## src/verilog/fifo_port_defines.svh

```systemverilog
`ifndef FIFO_PORT_DEFINES_SVH
`define FIFO_PORT_DEFINES_SVH

`define DATA_W          32
`define LANE_W          4
`define CHAN_N          4
`define CHAN_W          2
`define BUF_W           38
`define BUF_DEPTH       2
`define CRED_W          5
`define CHAN_DEPTH      5'h10
`define CMD_WRITE       4'h1
`define CHAN_CODE_MIN   8'h01
`define CHAN_CODE_MAX   8'h04
`define MODE_SINGLE     1'b0
`define MODE_MULTI      1'b1
`define CLK_SEL_66      1'b0
`define CLK_SEL_100     1'b1
`define BUS_MHZ_66      8'h42
`define BUS_MHZ_100     8'h64
`define STATUS_IDLE_HI  4'hF

`endif

```

## src/verilog/fifo_port_pkg.sv

```systemverilog
package fifo_port_pkg;

    // gray codes along idle -> data -> turnaround; the step from turnaround back to idle changes both bits
    typedef enum logic [1:0] {
        ST_IDLE   = 2'h0,
        ST_DATA   = 2'h1,
        ST_TURN   = 2'h3,
        ST_IGNORE = 2'h2
    } bus_state_t;

endpackage : fifo_port_pkg

```

## src/verilog/fifo_write_port.sv

```systemverilog
`timescale 1ns/1ps
`default_nettype none
`include "fifo_port_defines.svh"

module fifo_write_port (
    input  wire logic                clock,
    input  wire logic                rst_n,
    input  wire logic                multiChanCfg,
    input  wire logic                clk100Cfg,
    input  wire logic                writeReqLow,
    input  wire logic [`DATA_W-1:0]  dataIn,
    input  wire logic [`LANE_W-1:0]  byteLaneValid,
    input  wire logic                intLow,
    output logic                     spaceAvailLow,
    output logic                     acceptAckLow,
    output logic      [7:0]          statusOut,
    output logic                     statusOe,
    output logic                     modeMulti,
    output logic                     busClk100,
    output logic      [7:0]          busClkMhz,
    output logic                     intAsserted,
    input  wire logic [`CHAN_N-1:0]  chanFree,
    output logic                     outValid,
    input  wire logic                outReady,
    output logic      [`DATA_W-1:0]  outData,
    output logic      [`LANE_W-1:0]  outLanes,
    output logic      [`CHAN_W-1:0]  outChan
);

    fifo_port_pkg::bus_state_t state_r;
    fifo_port_pkg::bus_state_t state_nxt;
    logic [`CHAN_W-1:0]        chan_r;
    logic [`CHAN_W-1:0]        chan_nxt;
    logic                      mode_r;
    logic                      mode_nxt;
    logic                      clkSel_r;
    logic                      clkSel_nxt;
    logic [3:0]                status_r;
    logic [3:0]                status_nxt;
    logic                      intMeta_r;
    logic                      intSync_r;
    logic                      intAct_r;
    logic [`CRED_W-1:0]        credit_r   [`CHAN_N];
    logic [`CRED_W-1:0]        credit_nxt [`CHAN_N];
    logic [`CHAN_N-1:0]        spaceOk;
    logic [`CHAN_N-1:0]        takeChan;
    logic                      bufInReady;
    logic                      capture;
    logic [`CHAN_W-1:0]        capChan;
    logic                      cmdValid;
    logic [`CHAN_W-1:0]        cmdChan;
    logic                      ackOn;
    logic [`BUF_W-1:0]         bufOut;

    // per-channel credit stands for that channel's downstream store;
    // a full skid buffer stalls every channel so no captured word is lost
    genvar gi;
    generate
        for (gi = 0; gi < `CHAN_N; gi = gi + 1) begin : g_chan
            assign spaceOk[gi]  = (credit_r[gi] != `CRED_W'(0)) && bufInReady;
            assign takeChan[gi] = capture && (capChan == `CHAN_W'(gi));
            always_comb begin
                credit_nxt[gi] = credit_r[gi];
                if (chanFree[gi] && !takeChan[gi]) begin
                    credit_nxt[gi] = credit_r[gi] + `CRED_W'(1);
                end else if (takeChan[gi] && !chanFree[gi]) begin
                    credit_nxt[gi] = credit_r[gi] - `CRED_W'(1);
                end
            end
            always_ff @(posedge clock) begin
                if (!rst_n) begin
                    credit_r[gi] <= `CHAN_DEPTH;
                end else begin
                    credit_r[gi] <= credit_nxt[gi];
                end
            end
        end
    endgenerate

    // command decode: the cycle in idle where write request first goes low
    assign cmdValid = (byteLaneValid == `CMD_WRITE)
                      && (dataIn[7:0] >= `CHAN_CODE_MIN)
                      && (dataIn[7:0] <= `CHAN_CODE_MAX);
    assign cmdChan  = dataIn[1:0] - `CHAN_W'(1);

    // acknowledge falls in the same cycle the channel's space runs out
    assign ackOn    = mode_r && (state_r == fifo_port_pkg::ST_DATA) && spaceOk[chan_r];

    always_comb begin
        capture = 1'b0;
        capChan = `CHAN_W'(0);
        if (mode_r == `MODE_SINGLE) begin
            capture = !writeReqLow && spaceOk[0];
        end else begin
            capture = !writeReqLow && ackOn;
            capChan = chan_r;
        end
    end

    always_comb begin
        state_nxt  = state_r;
        chan_nxt   = chan_r;
        mode_nxt   = mode_r;
        clkSel_nxt = clkSel_r;
        // configuration is taken only while the bus is quiet and empty
        if (state_r == fifo_port_pkg::ST_IDLE && writeReqLow && !outValid) begin
            mode_nxt   = multiChanCfg;
            clkSel_nxt = clk100Cfg;
        end
        case (state_r)
            fifo_port_pkg::ST_IDLE: begin
                if (mode_r == `MODE_MULTI && !writeReqLow) begin
                    // credit alone decides; a brief receiver stall must not refuse a command
                    if (cmdValid && (credit_r[cmdChan] != `CRED_W'(0))) begin
                        state_nxt = fifo_port_pkg::ST_DATA;
                        chan_nxt  = cmdChan;
                    end else begin
                        // reserved codes and full channels: sit out the request
                        state_nxt = fifo_port_pkg::ST_IGNORE;
                    end
                end
            end
            fifo_port_pkg::ST_DATA: begin
                if (writeReqLow) begin
                    state_nxt = fifo_port_pkg::ST_TURN;
                end
            end
            fifo_port_pkg::ST_TURN: begin
                state_nxt = fifo_port_pkg::ST_IDLE;
            end
            fifo_port_pkg::ST_IGNORE: begin
                if (writeReqLow) begin
                    state_nxt = fifo_port_pkg::ST_TURN;
                end
            end
            default: begin
                state_nxt = fifo_port_pkg::ST_IDLE;
            end
        endcase
        status_nxt = ~spaceOk;
    end

    always_ff @(posedge clock) begin
        if (!rst_n) begin
            state_r  <= fifo_port_pkg::ST_IDLE;
            chan_r   <= `CHAN_W'(0);
            mode_r   <= `MODE_SINGLE;
            clkSel_r <= `CLK_SEL_66;
            status_r <= `STATUS_IDLE_HI;
        end else begin
            state_r  <= state_nxt;
            chan_r   <= chan_nxt;
            mode_r   <= mode_nxt;
            clkSel_r <= clkSel_nxt;
            status_r <= status_nxt;
        end
    end

    // interrupt pin is asynchronous: two flops before anything reads it
    always_ff @(posedge clock) begin
        if (!rst_n) begin
            intMeta_r <= 1'b1;
            intSync_r <= 1'b1;
            intAct_r  <= 1'b0;
        end else begin
            intMeta_r <= intLow;
            intSync_r <= intMeta_r;
            intAct_r  <= !intSync_r;
        end
    end

    // bus pins: data lines are inputs only; the device drives just 15:8 status
    assign statusOe      = mode_r && (state_r == fifo_port_pkg::ST_IDLE);
    assign statusOut     = {`STATUS_IDLE_HI, status_r};
    assign spaceAvailLow = (mode_r == `MODE_SINGLE) ? !spaceOk[0]
                           : (state_r != fifo_port_pkg::ST_IDLE);
    assign acceptAckLow  = !ackOn;
    assign modeMulti     = mode_r;
    assign busClk100     = clkSel_r;
    assign busClkMhz     = clkSel_r ? `BUS_MHZ_100 : `BUS_MHZ_66;
    assign intAsserted   = intAct_r;

    two_entry_buffer u_buf (
        .clock    (clock),
        .rst_n    (rst_n),
        .inValid  (capture),
        .inReady  (bufInReady),
        .inData   ({byteLaneValid, capChan, dataIn}),
        .outValid (outValid),
        .outReady (outReady),
        .outData  (bufOut)
    );

    assign outData  = bufOut[`DATA_W-1:0];
    assign outChan  = bufOut[`DATA_W+`CHAN_W-1:`DATA_W];
    assign outLanes = bufOut[`BUF_W-1:`DATA_W+`CHAN_W];

    a_single_flag: assert property (@(posedge clock) disable iff (!rst_n)
        (!mode_r && !spaceAvailLow) |-> (credit_r[0] != `CRED_W'(0) && bufInReady))
        else $error("space flag low without room");

    a_single_capture: assert property (@(posedge clock) disable iff (!rst_n)
        (!mode_r && !writeReqLow && !spaceAvailLow && !chanFree[0])
        |=> (credit_r[0] == $past(credit_r[0]) - `CRED_W'(1)))
        else $error("enabled write not captured");

    a_single_ack_high: assert property (@(posedge clock) disable iff (!rst_n)
        !mode_r |-> acceptAckLow)
        else $error("acknowledge driven in single mode");

    a_multi_status: assert property (@(posedge clock) disable iff (!rst_n)
        (mode_r && state_r != fifo_port_pkg::ST_IDLE) |-> spaceAvailLow)
        else $error("status valid outside idle");

    a_status_drive: assert property (@(posedge clock) disable iff (!rst_n)
        statusOe |-> (state_r == fifo_port_pkg::ST_IDLE && mode_r
                      && statusOut == {`STATUS_IDLE_HI, ~$past(spaceOk)}))
        else $error("status bus driven out of idle");

    a_ack_space: assert property (@(posedge clock) disable iff (!rst_n)
        !acceptAckLow |-> (state_r == fifo_port_pkg::ST_DATA && credit_r[chan_r] != `CRED_W'(0)))
        else $error("acknowledge without channel space");

    a_cmd_reject: assert property (@(posedge clock) disable iff (!rst_n)
        (mode_r && state_r == fifo_port_pkg::ST_IDLE && !writeReqLow && !cmdValid)
        |=> (state_r == fifo_port_pkg::ST_IGNORE && acceptAckLow))
        else $error("reserved command accepted");

    a_reset_clear: assert property (@(posedge clock)
        !rst_n |=> (state_r == fifo_port_pkg::ST_IDLE && mode_r == `MODE_SINGLE && !intAsserted))
        else $error("reset did not clear state");

    a_int_level: assert property (@(posedge clock) disable iff (!rst_n)
        !intSync_r |=> intAsserted)
        else $error("low interrupt pin not seen");

    a_cfg_hold: assert property (@(posedge clock) disable iff (!rst_n)
        (state_r != fifo_port_pkg::ST_IDLE) |=> ($stable(mode_r) && $stable(clkSel_r)))
        else $error("configuration changed mid transfer");

    a_no_data_drive: assert property (@(posedge clock) disable iff (!rst_n)
        (state_r == fifo_port_pkg::ST_DATA) |-> !statusOe)
        else $error("device drove data during transfer");

    a_cmd_accept: assert property (@(posedge clock) disable iff (!rst_n)
        (mode_r && state_r == fifo_port_pkg::ST_IDLE && !writeReqLow && cmdValid && credit_r[cmdChan] != `CRED_W'(0))
        |=> (state_r == fifo_port_pkg::ST_DATA && chan_r == $past(cmdChan)))
        else $error("valid command not taken");

    a_turn_idle: assert property (@(posedge clock) disable iff (!rst_n)
        (state_r == fifo_port_pkg::ST_TURN) |=> (state_r == fifo_port_pkg::ST_IDLE))
        else $error("turnaround not followed by idle");

    a_data_release: assert property (@(posedge clock) disable iff (!rst_n)
        (state_r == fifo_port_pkg::ST_DATA && writeReqLow) |=> (state_r == fifo_port_pkg::ST_TURN))
        else $error("released request did not end transfer");

    a_ignore_no_ack: assert property (@(posedge clock) disable iff (!rst_n)
        (state_r == fifo_port_pkg::ST_IGNORE) |-> acceptAckLow)
        else $error("acknowledge on ignored request");

    a_multi_capture: assert property (@(posedge clock) disable iff (!rst_n)
        (mode_r && !writeReqLow && !acceptAckLow && !chanFree[chan_r])
        |=> (credit_r[chan_r] == $past(credit_r[chan_r]) - `CRED_W'(1)))
        else $error("acknowledged word not captured");

    a_single_idle: assert property (@(posedge clock) disable iff (!rst_n)
        !mode_r |-> (state_r == fifo_port_pkg::ST_IDLE))
        else $error("single mode left idle");

    a_int_clear: assert property (@(posedge clock) disable iff (!rst_n)
        intSync_r |=> !intAsserted)
        else $error("high interrupt pin seen as asserted");

    a_clk_load: assert property (@(posedge clock) disable iff (!rst_n)
        (state_r == fifo_port_pkg::ST_IDLE && writeReqLow && !outValid)
        |=> (busClk100 == $past(clk100Cfg) && modeMulti == $past(multiChanCfg)))
        else $error("configuration not loaded while idle");

    a_stall_hold: assert property (@(posedge clock) disable iff (!rst_n)
        (!mode_r && !bufInReady) |-> spaceAvailLow)
        else $error("space flag low with full buffer");

    a_out_hold: assert property (@(posedge clock) disable iff (!rst_n)
        (outValid && !outReady) |=> (outValid && $stable(outData) && $stable(outLanes) && $stable(outChan)))
        else $error("stalled output word changed");

    a_chan_hold: assert property (@(posedge clock) disable iff (!rst_n)
        (state_r != fifo_port_pkg::ST_IDLE) |=> $stable(chan_r))
        else $error("channel changed mid transfer");

endmodule : fifo_write_port

`default_nettype wire

```

## src/verilog/two_entry_buffer.sv

```systemverilog
`timescale 1ns/1ps
`default_nettype none
`include "fifo_port_defines.svh"

module two_entry_buffer (
    input  wire logic               clock,
    input  wire logic               rst_n,
    input  wire logic               inValid,
    output logic                    inReady,
    input  wire logic [`BUF_W-1:0]  inData,
    output logic                    outValid,
    input  wire logic               outReady,
    output logic      [`BUF_W-1:0]  outData
);

    logic [`BUF_W-1:0] mem_r [`BUF_DEPTH];
    logic              wrPtr_r;
    logic              wrPtr_nxt;
    logic              rdPtr_r;
    logic              rdPtr_nxt;
    logic [1:0]        count_r;
    logic [1:0]        count_nxt;
    logic              push;
    logic              pop;

    assign inReady  = (count_r != 2'h2);
    assign outValid = (count_r != 2'h0);
    assign outData  = mem_r[rdPtr_r];

    always_comb begin
        push      = inValid && inReady;
        pop       = outValid && outReady;
        wrPtr_nxt = wrPtr_r ^ push;
        rdPtr_nxt = rdPtr_r ^ pop;
        count_nxt = count_r;
        if (push && !pop) begin
            count_nxt = count_r + 2'h1;
        end else if (pop && !push) begin
            count_nxt = count_r - 2'h1;
        end
    end

    always_ff @(posedge clock) begin
        if (!rst_n) begin
            wrPtr_r <= 1'b0;
            rdPtr_r <= 1'b0;
            count_r <= 2'h0;
        end else begin
            wrPtr_r <= wrPtr_nxt;
            rdPtr_r <= rdPtr_nxt;
            count_r <= count_nxt;
        end
    end

    // storage needs no reset; count guards every read
    always_ff @(posedge clock) begin
        if (push) begin
            mem_r[wrPtr_r] <= inData;
        end
    end

endmodule : two_entry_buffer

`default_nettype wire

```

## config.mk

```make
export PLATFORM = sky130hd
export DESIGN_NAME = fifo_write_port
export DESIGN_NICKNAME = d
export VERILOG_FILES = /design/src/verilog/fifo_port_pkg.sv /design/src/verilog/fifo_write_port.sv /design/src/verilog/two_entry_buffer.sv
export VERILOG_INCLUDE_DIRS = /design/src /design/src/verilog
export SDC_FILE = /design/constraint.sdc
export NUM_CORES = 1
export LEC_CHECK = 0
export CORE_MARGIN = 5
export CORE_UTILIZATION = 57
export CTS_CLUSTER_DIAMETER = 200
export CTS_CLUSTER_SIZE = 30
export DETAILED_ROUTE_END_ITERATION = 7
export DONT_BUFFER_PORTS = 1
export GPL_TIMING_DRIVEN = 0
export PLACE_DENSITY = 0.75
export SETUP_SLACK_MARGIN = 0.2
export SYNTH_ARGS = -nofsm -noshare
export SYNTH_HDL_FRONTEND = slang
export SYNTH_SLANG_ARGS = --single-unit
export TNS_END_PERCENT = 20
```

## constraint.sdc

```tcl
create_clock -name clock -period 3.48 [get_ports clock]
set_input_delay 0.348 -clock clock [delete_from_list [all_inputs] [get_ports clock]]
set_output_delay 0.348 -clock clock [all_outputs]
set_load 0.05 [all_outputs]
```

==> flow_metrics.tcl, run 1 <==
set metrics [dict create \
    outcome "finished clean" \
    yosys.area.top_type "edfxtp_1" \
    port_buffers 0 \
    fillers 551 \
    numPlacedInstances 502 \
    dp_hpwl_microns 6650 \
    ioPinCount 108 \
    async_flop_share 0 \
    multi_input_area_sq_mm 0.00208 \
    wl_per_cell_microns 18.4 \
    antenna_found_initial 0 \
    tightest_slew_ns 0.940 \
    final-seq-area_sq_mm 0.00306 \
    cp.arrival_ns 3.64 \
    instances_no_fill 578 \
    ir_worst_vdd_mv 0.553 \
    gp_congestion 0.849 \
    r2r_end "credit_r[1][4]" \
    grt_setup_unrepaired "true" \
    synth_seq_area_share 0.595 \
    clk_latency_ns 0.50 \
    yosys_register_bits 114 \
    timing.fmax_mhz 307 \
    clockBufferDepth 2 \
    dieHeight_microns 105 \
    setup_viol 0 \
    cts_buffers 17 \
    ctsHtreeMaxLevel 4 \
    start_util 0.587 \
    worst-endpoint-required_ns 3.87 \
    drt_iter0_drc 137 \
    drc 0 \
    maxSlewHeadroom 0.371 \
    setup.worst_path.start_class "register" \
    diodes 0 \
    synth_warnings 0 \
    timing.rr.start "state_r[1]" \
    nets 533 \
    vias_per_cell 5.53 \
    path_cells "inv_2 > ha_4 > nand3_4 > a2111oi_4 > nor3_2 > or4_4 > ha_4 > inv_4 > ha_4 > nor2b_4 > o21a_1 > or3_4 > a21oi_2 > mux2_4" \
    yosysMostFrequentCell "edfxtp_1" \
    worstPathMaxFanout 4 \
    syn_to_final_growth_pct 26.5 \
    synth_top_area_frac 0.446 \
    grt.total_usage 0.194 \
    reg2regPathDepth 14 \
    hp-class "primary input to register" \
    synth_edf_count 76 \
    dieArea_sq_mm 0.0110 \
    cts_tree "done" \
    cts_root_buf "clkbuf_8" \
    hp-start "rst_n" \
    endpoint_kind "register" \
    min_to "credit_r[1][4]" \
    clkTransAtPathRegs_ns 0.06 \
    worst_path_max_delay_cell "or4_4" \
    worst-setup-path-type "register to register" \
    via_count 3195 \
    core_sq_mm 0.00872 \
    powerDensity_mw_per_mm2 869 \
    tns_ns 0 \
    rows 34 \
    hold_depth 2 \
    max_stage_delay_ns 0.45 \
    yosys_most_used_dff "edfxtp_1" \
    hold_violations 0 \
    grt_pass1_vias 3248 \
    synthTopCellsByCount "edfxtp_1, dfxtp_1, mux2_2, nor2_1, ha_1" \
    finClkSkew_ns 0.00479 \
    drive_gt1_frac 0.291 \
    maxCapViolCount 0 \
    drt_first_pass_iters 4 \
    dieWidth_microns 105 \
    cts.sinks 114 \
    gr-total-overflow 0 \
    avgSynthCellArea_sq_um 13.2 \
    synthCells 387 \
    synth_area_sq_mm 0.00512 \
    grt_max_degree 39 \
    fin_crit_ns 3.26 \
    ant_nets 0 \
    cp_common_cell "ha_4" \
    p_leak_uw 0.00244 \
    finalCritPeriodShare 0.936 \
    report.final.slew_viol_count 0 \
    grt_first_pass_wirelength_microns 16800 \
    wl_microns 10600 \
    ys_types 47 \
    synth.area.top_cells "edfxtp_1, dfxtp_1, mux2_2" \
    rrSetupSlack_ns 0.22 \
]
how the worst max path moves through the flow:
stage	start	to	slack, ns	depth (start not counted)
4_1_cts	credit_r[3][0]	credit_r[0][4]	0.18	14
2_1_floorplan	credit_r[2][0]	credit_r[1][4]	0.23	13
3_3_place_gp	credit_r[2][0]	credit_r[1][4]	-0.06	13
5_1_grt	credit_r[1][4]	credit_r[0][4]	0.11	15
6_report	state_r[1]	credit_r[1][4]	0.22	14
3_5_place_dp	credit_r[3][0]	credit_r[1][4]	-0.1	13
sequential cells by signal (all words and copies together) (netlist names), named ones only:
signal / flops
intSync_r: 1
u_buf.rdPtr_r: 1
status_r: 4
state_r: 2
busClk100: 1
credit_r: 20
modeMulti: 1
chan_r: 2
u_buf.wrPtr_r: 1
u_buf.mem_r: 76
intAsserted: 1
intMeta_r: 1
u_buf.count_r: 2
timing repair:
| item | CTS | global route |
|---|---|---|
| setup buffers | 2 | 3 |
| hold endpoints to repair | 75 | 0 |
| gates resized for setup | 28 | 18 |
| cloned | 0 | 0 |
| pin swaps | 7 | 9 |
| hold buffers | 39 | 0 |
| setup endpoints to repair | 2 | 2 |
logic make-up after synthesis:
family / Yosys count / synth area share
buffers and inverters: 40 / 0.0377
other: 2 / 0.00147
adders and majority gates: 29 / 0.0768
xor gates and xnor gates: 17 / 0.0291
DFF: 114 / 0.595
AOI/OAI and AO/OA: 45 / 0.0614
and+or+nand+nor: 91 / 0.0936
muxes: 49 / 0.105
area by class of cell:
cell class                 count  area share
sequential                   114       0.473
multi-input combinational    240       0.321
timing repair buffer          44      0.0661
clock buffer                  17      0.0640
clock inverter                15      0.0247
tap                          108      0.0209
buffer                        23      0.0199
inverter                      17      0.0106
per-layer routing:
metal	track usage	vias up	routed length (microns)
li1	-	1523	-
met3	0.0845	10	809
met4	0.0438	0	104
met5	0	-	0
met1	0.243	1556	4380
met2	0.315	106	5330
worst max-delay path, delay by kind of cell (launching register included):
kind            cells  cell delay (ns)
compound gates      3             0.74
fa+ha+maj           3             0.54
buf+inv             2             0.14
flops               1             0.31
mux                 1             0.31
simple gates        5             1.09
layout by cell type, fill, tap and decap left out, types with 5 or more instances in the layout:
cell type,n
conb_1,9
dfxtp_2,10
edfxtp_1,76
nand2b_1,7
dfxtp_1,26
nor2_1,37
mux2_2,38
nand2_1,8
buf_4,16
o21ai_0,9
mux2i_1,10
dlygate4sd3_1,39
clkbuf_16,16
clkbuf_1,10
a21o_1,6
xor2_1,7
a21oi_1,15
or3_1,5
ha_1,18
inv_1,12
or4_4,5
xnor2_1,10
through the flow:
stage	utilization	area (sq um)	setup WS, ns	hold slack (ns)	total power [uW]
4_1_cts	0.734	6400	0.180	0.0131	5600
6_report	0.742	6470	0.222	0.0590	5630
3_5_place_dp	0.606	5290	-0.0990	0.384	3850
2_1_floorplan	-	5150	0.227	0.368	3590
5_1_grt	0.742	6470	0.112	0.0486	5890
3_3_place_gp	0.606	5280	-0.0621	0.378	3800
where the power goes:
group          switching (uW)  internal [uW]  leakage [uW]
Combinational            1390            598       0.00115
Clock                     618           1020      0.000274
Sequential                202           1800       0.00103
Total                    2210           3420       0.00244
No activity file was read; power rests on OpenSTA's default activity.
==> run 2, diff against run 1 <==
--- a/config.mk
+++ b/config.mk
@@ -13,6 +13,7 @@
 export DETAILED_ROUTE_END_ITERATION = 7
 export DONT_BUFFER_PORTS = 1
 export GPL_TIMING_DRIVEN = 0
+export MAX_ROUTING_LAYER = met4
 export PLACE_DENSITY = 0.75
 export SETUP_SLACK_MARGIN = 0.2
 export SYNTH_ARGS = -nofsm -noshare
==> run 2 against run 1 <==
Effect of this change:
- clock skew is essentially flat
- register-to-register slack is essentially flat
- cell area is the same
- flip-flop and latch count is the same
- largest power group unchanged
- hold slack gained 0.0017 ns
- count of clock-buffer cells in the layout is the same
- sequential share of layout area is the same
- cell count is the same
==> flow_metrics.tcl, run 2 (synthesis gave the netlist of run 1 again) <==
set metrics [dict create \
    outcome "finished clean" \
    dieHeight_microns 105 \
    grt_pass1_vias 3253 \
    reg2regPathDepth 14 \
    r2r_end "credit_r[1][4]" \
    ant_nets 0 \
    endpoint "credit_r[1][4]" \
    drt_first_pass_iters 4 \
    ctsHtreeMaxLevel 4 \
    drt_iter0_drc 140 \
    nets 533 \
    whs_ns 0.0606 \
    cp_common_cell "ha_4" \
    powerDensity_mw_per_mm2 870 \
    setup.worst_path.start_class "register" \
    wl_microns 10600 \
    worst-setup-path-type "register to register" \
    port_buffers 0 \
    cts_tree "done" \
    grt-busiest-layer "met2" \
    critical_path.startpoint "state_r[1]" \
    maxCapViolCount 0 \
    dieWidth_microns 105 \
    grtUsageMet2 0.315 \
    hold_violations 0 \
    ioPinCount 108 \
    timing.fmax_mhz 307 \
    report.final.slew_viol_count 0 \
    gp_congestion 0.863 \
    path_cells "inv_2 > ha_4 > nand3_4 > a2111oi_4 > nor3_2 > or4_4 > ha_4 > inv_4 > ha_4 > nor2b_4 > o21a_1 > or3_4 > a21oi_2 > mux2_4" \
    clkTransAtPathRegs_ns 0.06 \
    drive_gt1_frac 0.291 \
    clk_latency_ns 0.50 \
    numPlacedInstances 502 \
    wl_per_cell_microns 18.4 \
    endpoint_kind "register" \
    rows 34 \
    worstPathMaxFanout 4 \
    hp-start "rst_n" \
    ir_worst_vdd_mv 0.554 \
    worst-endpoint-required_ns 3.86 \
    clkPwrFrac 0.292 \
    diodes 0 \
    top_register "u_buf.mem_r" \
    cp.arrival_ns 3.64 \
    finClkSkew_ns 0.00479 \
    syn_to_final_growth_pct 26.5 \
    antenna_found_initial 0 \
    grt.total_usage 0.201 \
    vias_per_cell 5.52 \
    cts_root_buf "clkbuf_8" \
    dp_hpwl_microns 6650 \
    rrSetupSlack_ns 0.22 \
    swShare 0.392 \
    p_int_uw 3420 \
    clockBufferDepth 2 \
    final_common_cell "edfxtp_1" \
    p_leak_uw 0.00244 \
    p_seq_frac 0.356 \
    instances_no_fill 578 \
    grt_setup_unrepaired "true" \
    core_sq_mm 0.00872 \
    comb_power_share 0.353 \
    grt_max_degree 39 \
    maxSlewHeadroom 0.370 \
    largest_reg_flops 76 \
    cts_buffers 17 \
    finalCritPeriodShare 0.937 \
    mostFrequentLayoutCells "edfxtp_1, dlygate4sd3_1, mux2_2, nor2_1, dfxtp_1" \
    via_count 3191 \
    met3_usage 0.0851 \
    fin_crit_ns 3.26 \
    max_stage_delay_ns 0.45 \
    cts.sinks 114 \
    timing.rr.start "state_r[1]" \
    power_switching_uw 2210 \
    top_regs "u_buf.mem_r x76, credit_r x20, status_r x4" \
    drc 0 \
    grt_first_pass_wirelength_microns 16800 \
    worst_path_max_delay_cell "or4_4" \
    tightest_slew_ns 0.942 \
    gr-total-overflow 0 \
    dieArea_sq_mm 0.0110 \
    start_util 0.587 \
    use_met1 0.243 \
    hp-class "primary input to register" \
    setup_viol 0 \
]
==> run 2: power groups by stage <==
| stage | Combinational [uW] | Sequential (uW) | Clock [uW] |
|---|---|---|---|
| 6_report | 1990 | 2000 | 1640 |
| 5_1_grt | 2120 | 2030 | 1740 |
| 4_1_cts | 1940 | 1990 | 1670 |
| 3_5_place_dp | 1840 | 2000 | 0 |
| 3_3_place_gp | 1810 | 1990 | 0 |
| 2_1_floorplan | 1630 | 1970 | 0 |
==> run 2: worst max-delay path: cells and delay by family (launching register included) <==
kind	cells	cell delay [ns]
AND/OR/NAND/NOR	5	1.09
AO/OA/AOI/OAI	3	0.74
adder cells (fa/ha/maj)	3	0.54
flip-flops	1	0.31
multiplexers	1	0.31
buffers and inverters	2	0.14
==> run 2: timing repair <==
action / in CTS / in global routing
cloned: 0 / 0
pin swaps: 7 / 9
hold endpoints to repair: 75 / 0
resized for setup: 28 / 18
hold buffers: 39 / 0
buffers inserted: 2 / 3
endpoints found under the setup margin: 2 / 2
==> run 2: how the worst min path moves through the flow <==
stage                           endpoint  depth (start not counted)
final                     credit_r[1][4]                          2
after global routing      credit_r[1][4]                          2
after CTS                 credit_r[1][4]                          2
after detailed placement     intAsserted                          1
after global placement       intAsserted                          1
after floorplan              intAsserted                          1
==> run 2: area by class of cell <==
cell class              instances  area [sq um]
plain buffers                  23           129
clock buffers                  17           414
clock inverters                15           160
fillers                       551          2250
inverters                      17          68.8
multi-input cells             240          2080
flip-flops and latches        114          3060
well taps                     108           135
repair buffers                 44           428
==> run 2: layer usage <==
layer / up-vias / part of all wire / wire length [microns]
li1: 1523 / - / -
met4: 0 / 0.0087 / 92
met3: 8 / 0.072 / 764
met5: - / 0 / 0
met1: 1558 / 0.42 / 4440
met2: 102 / 0.50 / 5320
==> run 2: metrics by stage <==
stage | setup TNS, ns | utilization | instance area (sq um) | setup slack (ns) | total power, uW
6_report | 0 | 0.742 | 6470 | 0.221 | 5630
5_1_grt | 0 | 0.742 | 6470 | 0.112 | 5890
4_1_cts | 0 | 0.734 | 6400 | 0.180 | 5600
3_5_place_dp | -0.0990 | 0.606 | 5290 | -0.0990 | 3850
3_3_place_gp | -0.0621 | 0.606 | 5280 | -0.0621 | 3800
2_1_floorplan | 0 | - | 5150 | 0.227 | 3590
==> run 3, diff against run 2 <==
--- a/config.mk
+++ b/config.mk
@@ -6,15 +6,17 @@
 export SDC_FILE = /design/constraint.sdc
 export NUM_CORES = 1
 export LEC_CHECK = 0
+export CELL_PAD_IN_SITES_DETAIL_PLACEMENT = 0
+export CELL_PAD_IN_SITES_GLOBAL_PLACEMENT = 1
 export CORE_MARGIN = 5
-export CORE_UTILIZATION = 57
+export CORE_UTILIZATION = 30
 export CTS_CLUSTER_DIAMETER = 200
 export CTS_CLUSTER_SIZE = 30
 export DETAILED_ROUTE_END_ITERATION = 7
 export DONT_BUFFER_PORTS = 1
 export GPL_TIMING_DRIVEN = 0
 export MAX_ROUTING_LAYER = met4
-export PLACE_DENSITY = 0.75
+export PLACE_DENSITY_LB_ADDON = 0.1
 export SETUP_SLACK_MARGIN = 0.2
 export SYNTH_ARGS = -nofsm -noshare
 export SYNTH_HDL_FRONTEND = slang
==> run 3 against run 2 <==
Effect of this change:
- wire length increased by 3.1%
- largest power group unchanged
- cell count increased by 13%
- highest routed layer unchanged
- global-route usage decreased by 8.4 points
- hold slack got worse by 0.027 ns
- clock skew increased by 0.0095 ns
- first-iteration DRC count decreased by 29%
- total power increased by 1.5%
- via count decreased by 7.5%
==> flow_metrics.tcl, run 3 (synthesis gave the netlist of run 1 again) <==
set metrics [dict create \
    outcome "finished clean" \
    place_ws_ns -0.180 \
    p_int_uw 3500 \
    top_regs "u_buf.mem_r x76, credit_r x20, status_r x4" \
    tightest_slew_ns 0.967 \
    gp_congestion 0.748 \
    drt_first_pass_iters 4 \
    antenna_found_initial 0 \
    drt_iter0_drc 100 \
    mostFrequentLayoutCells "edfxtp_1, mux2_2, nor2_1, dfxtp_1, ha_1" \
    clockBufferDepth 2 \
    cts_buffers 17 \
    powerDensity_mw_per_mm2 912 \
    ctsHtreeMaxLevel 4 \
    vias_per_cell 4.53 \
    diodes 0 \
    nets 495 \
    dieWidth_microns 141 \
    ioPinCount 108 \
    drive_gt1_frac 0.315 \
    hp-class "primary input to register" \
    swShare 0.388 \
    gr-total-overflow 0 \
    via_count 2951 \
    hold_buffers 0 \
    hold_violations 0 \
    ir_worst_vdd_mv 0.351 \
    dpl_cell_area_sq_mm 0.00547 \
    final-seq-area_sq_mm 0.00306 \
    timing.fmax_mhz 310 \
    power_switching_uw 2220 \
    largest_reg_flops 76 \
    dieArea_sq_mm 0.0198 \
    design_area_sq_mm 0.00627 \
    top_register "u_buf.mem_r" \
    max_stage_delay_ns 0.51 \
    wl_per_cell_microns 16.8 \
    grt_max_degree 26 \
    report.final.slew_viol_count 0 \
    grt_first_pass_wirelength_microns 17200 \
    finClkSkew_ns 0.0143 \
    cts.sinks 114 \
    worst-endpoint-required_ns 3.77 \
    grt_pass1_vias 3078 \
    setup_viol 0 \
    final_common_cell "edfxtp_1" \
    hold_depth 0 \
    cp.arrival_ns 3.52 \
    grt.total_usage 0.117 \
    cts_root_buf "clkbuf_16" \
    syn_to_final_growth_pct 22.4 \
    dp_hpwl_microns 7730 \
    rows 47 \
    reg2regPathDepth 13 \
    p_leak_uw 0.00230 \
    p_seq_frac 0.347 \
    wl_microns 10900 \
    maxSlewHeadroom 0.353 \
    dieHeight_microns 141 \
    port_buffers 0 \
    fillers 1601 \
    setup.worst_path.start_class "register" \
    endpoint_kind "register" \
    worstPathMaxFanout 3 \
    worst-setup-path-type "register to register" \
    worst_path_max_delay_cell "or4_4" \
    comb_power_share 0.344 \
    cts_tree "done" \
    multi_input_area_sq_mm 0.00206 \
    finalCritPeriodShare 0.927 \
    ant_nets 0 \
    fin_crit_ns 3.23 \
    setup_slack_ns 0.254 \
    clk_latency_ns 0.41 \
    drc 0 \
    grt_setup_unrepaired "true" \
    clkTransAtPathRegs_ns 0.06 \
    path_cells "or4_4 > nor3_4 > a2111oi_4 > nor3_2 > or4_4 > ha_4 > inv_2 > ha_4 > nor2b_2 > o21a_1 > or3_1 > a21oi_2 > mux2_1" \
    start_util 0.307 \
    maxCapViolCount 0 \
    core_sq_mm 0.0166 \
    clkPwrFrac 0.309 \
]
[run 3: layer usage]
| metal | wire length [microns] | track usage | share of wire | vias to the layer above |
|---|---|---|---|---|
| li1 | - | - | - | 1447 |
| met1 | 5010 | 0.140 | 0.46 | 1416 |
| met2 | 4950 | 0.176 | 0.45 | 76 |
| met3 | 834 | 0.0552 | 0.076 | 12 |
| met4 | 138 | 0.0352 | 0.013 | 0 |
| met5 | 0 | - | 0 | - |
[run 3: final cells by class]
type,count,area share
Buffer,23,0.0206
Clock buffer,17,0.0679
Clock inverter,15,0.0288
Inverter,17,0.0102
Multi-Input combinational cell,240,0.329
Sequential cell,114,0.489
Tap cell,220,0.0439
Timing Repair Buffer,6,0.0112
[run 3: path summary, 6_finish.rpt]
kind                            slack [ns]                  to           start
worst max-delay path                  0.25      credit_r[1][4]  credit_r[1][2]
worst min register to register        0.39         intAsserted       intSync_r
worst max register to register        0.25      credit_r[1][4]  credit_r[1][2]
worst min-delay path                  0.03  u_buf.mem_r[0][27]      dataIn[27]
[run 3: timing repair]
| action | CTS | global route |
|---|---|---|
| gates resized for setup | 34 | 8 |
| setup endpoints to repair | 2 | 2 |
| pin swaps | 9 | 2 |
| buffers inserted | 4 | 0 |
| endpoints found under the hold margin | 0 | 0 |
[run 3: power by group through the flow]
stage / Sequential (uW) / Combinational (uW) / Clock, uW
after floorplan: 1970 / 1630 / 0
after global placement: 2000 / 1880 / 0
after detailed placement: 1990 / 1930 / 0
after CTS: 1990 / 2000 / 1810
after global routing: 2020 / 2120 / 1890
final: 1980 / 1960 / 1770
[run 3: through the flow]
stage	std cells	hold WS [ns]	util	TNS, ns	power [uW]
floorplan	394	0.368	-	0	3590
global placement	614	0.378	0.326	-10.61	3880
detailed placement	616	0.386	0.329	-0.180	3920
CTS	652	0.0122	0.376	0	5800
global route	652	0.00253	0.377	0	6020
finish	652	0.0333	0.377	0	5720
[run 3: critical path: cells and delay by family (launching register included)]
kind / cells / cell delay (ns)
flip-flops: 1 / 0.37
multiplexers: 1 / 0.33
AO/OA/AOI/OAI: 3 / 0.66
AND/OR/NAND/NOR: 6 / 1.29
adder cells (fa/ha/maj): 2 / 0.38
buffers and inverters: 1 / 0.08
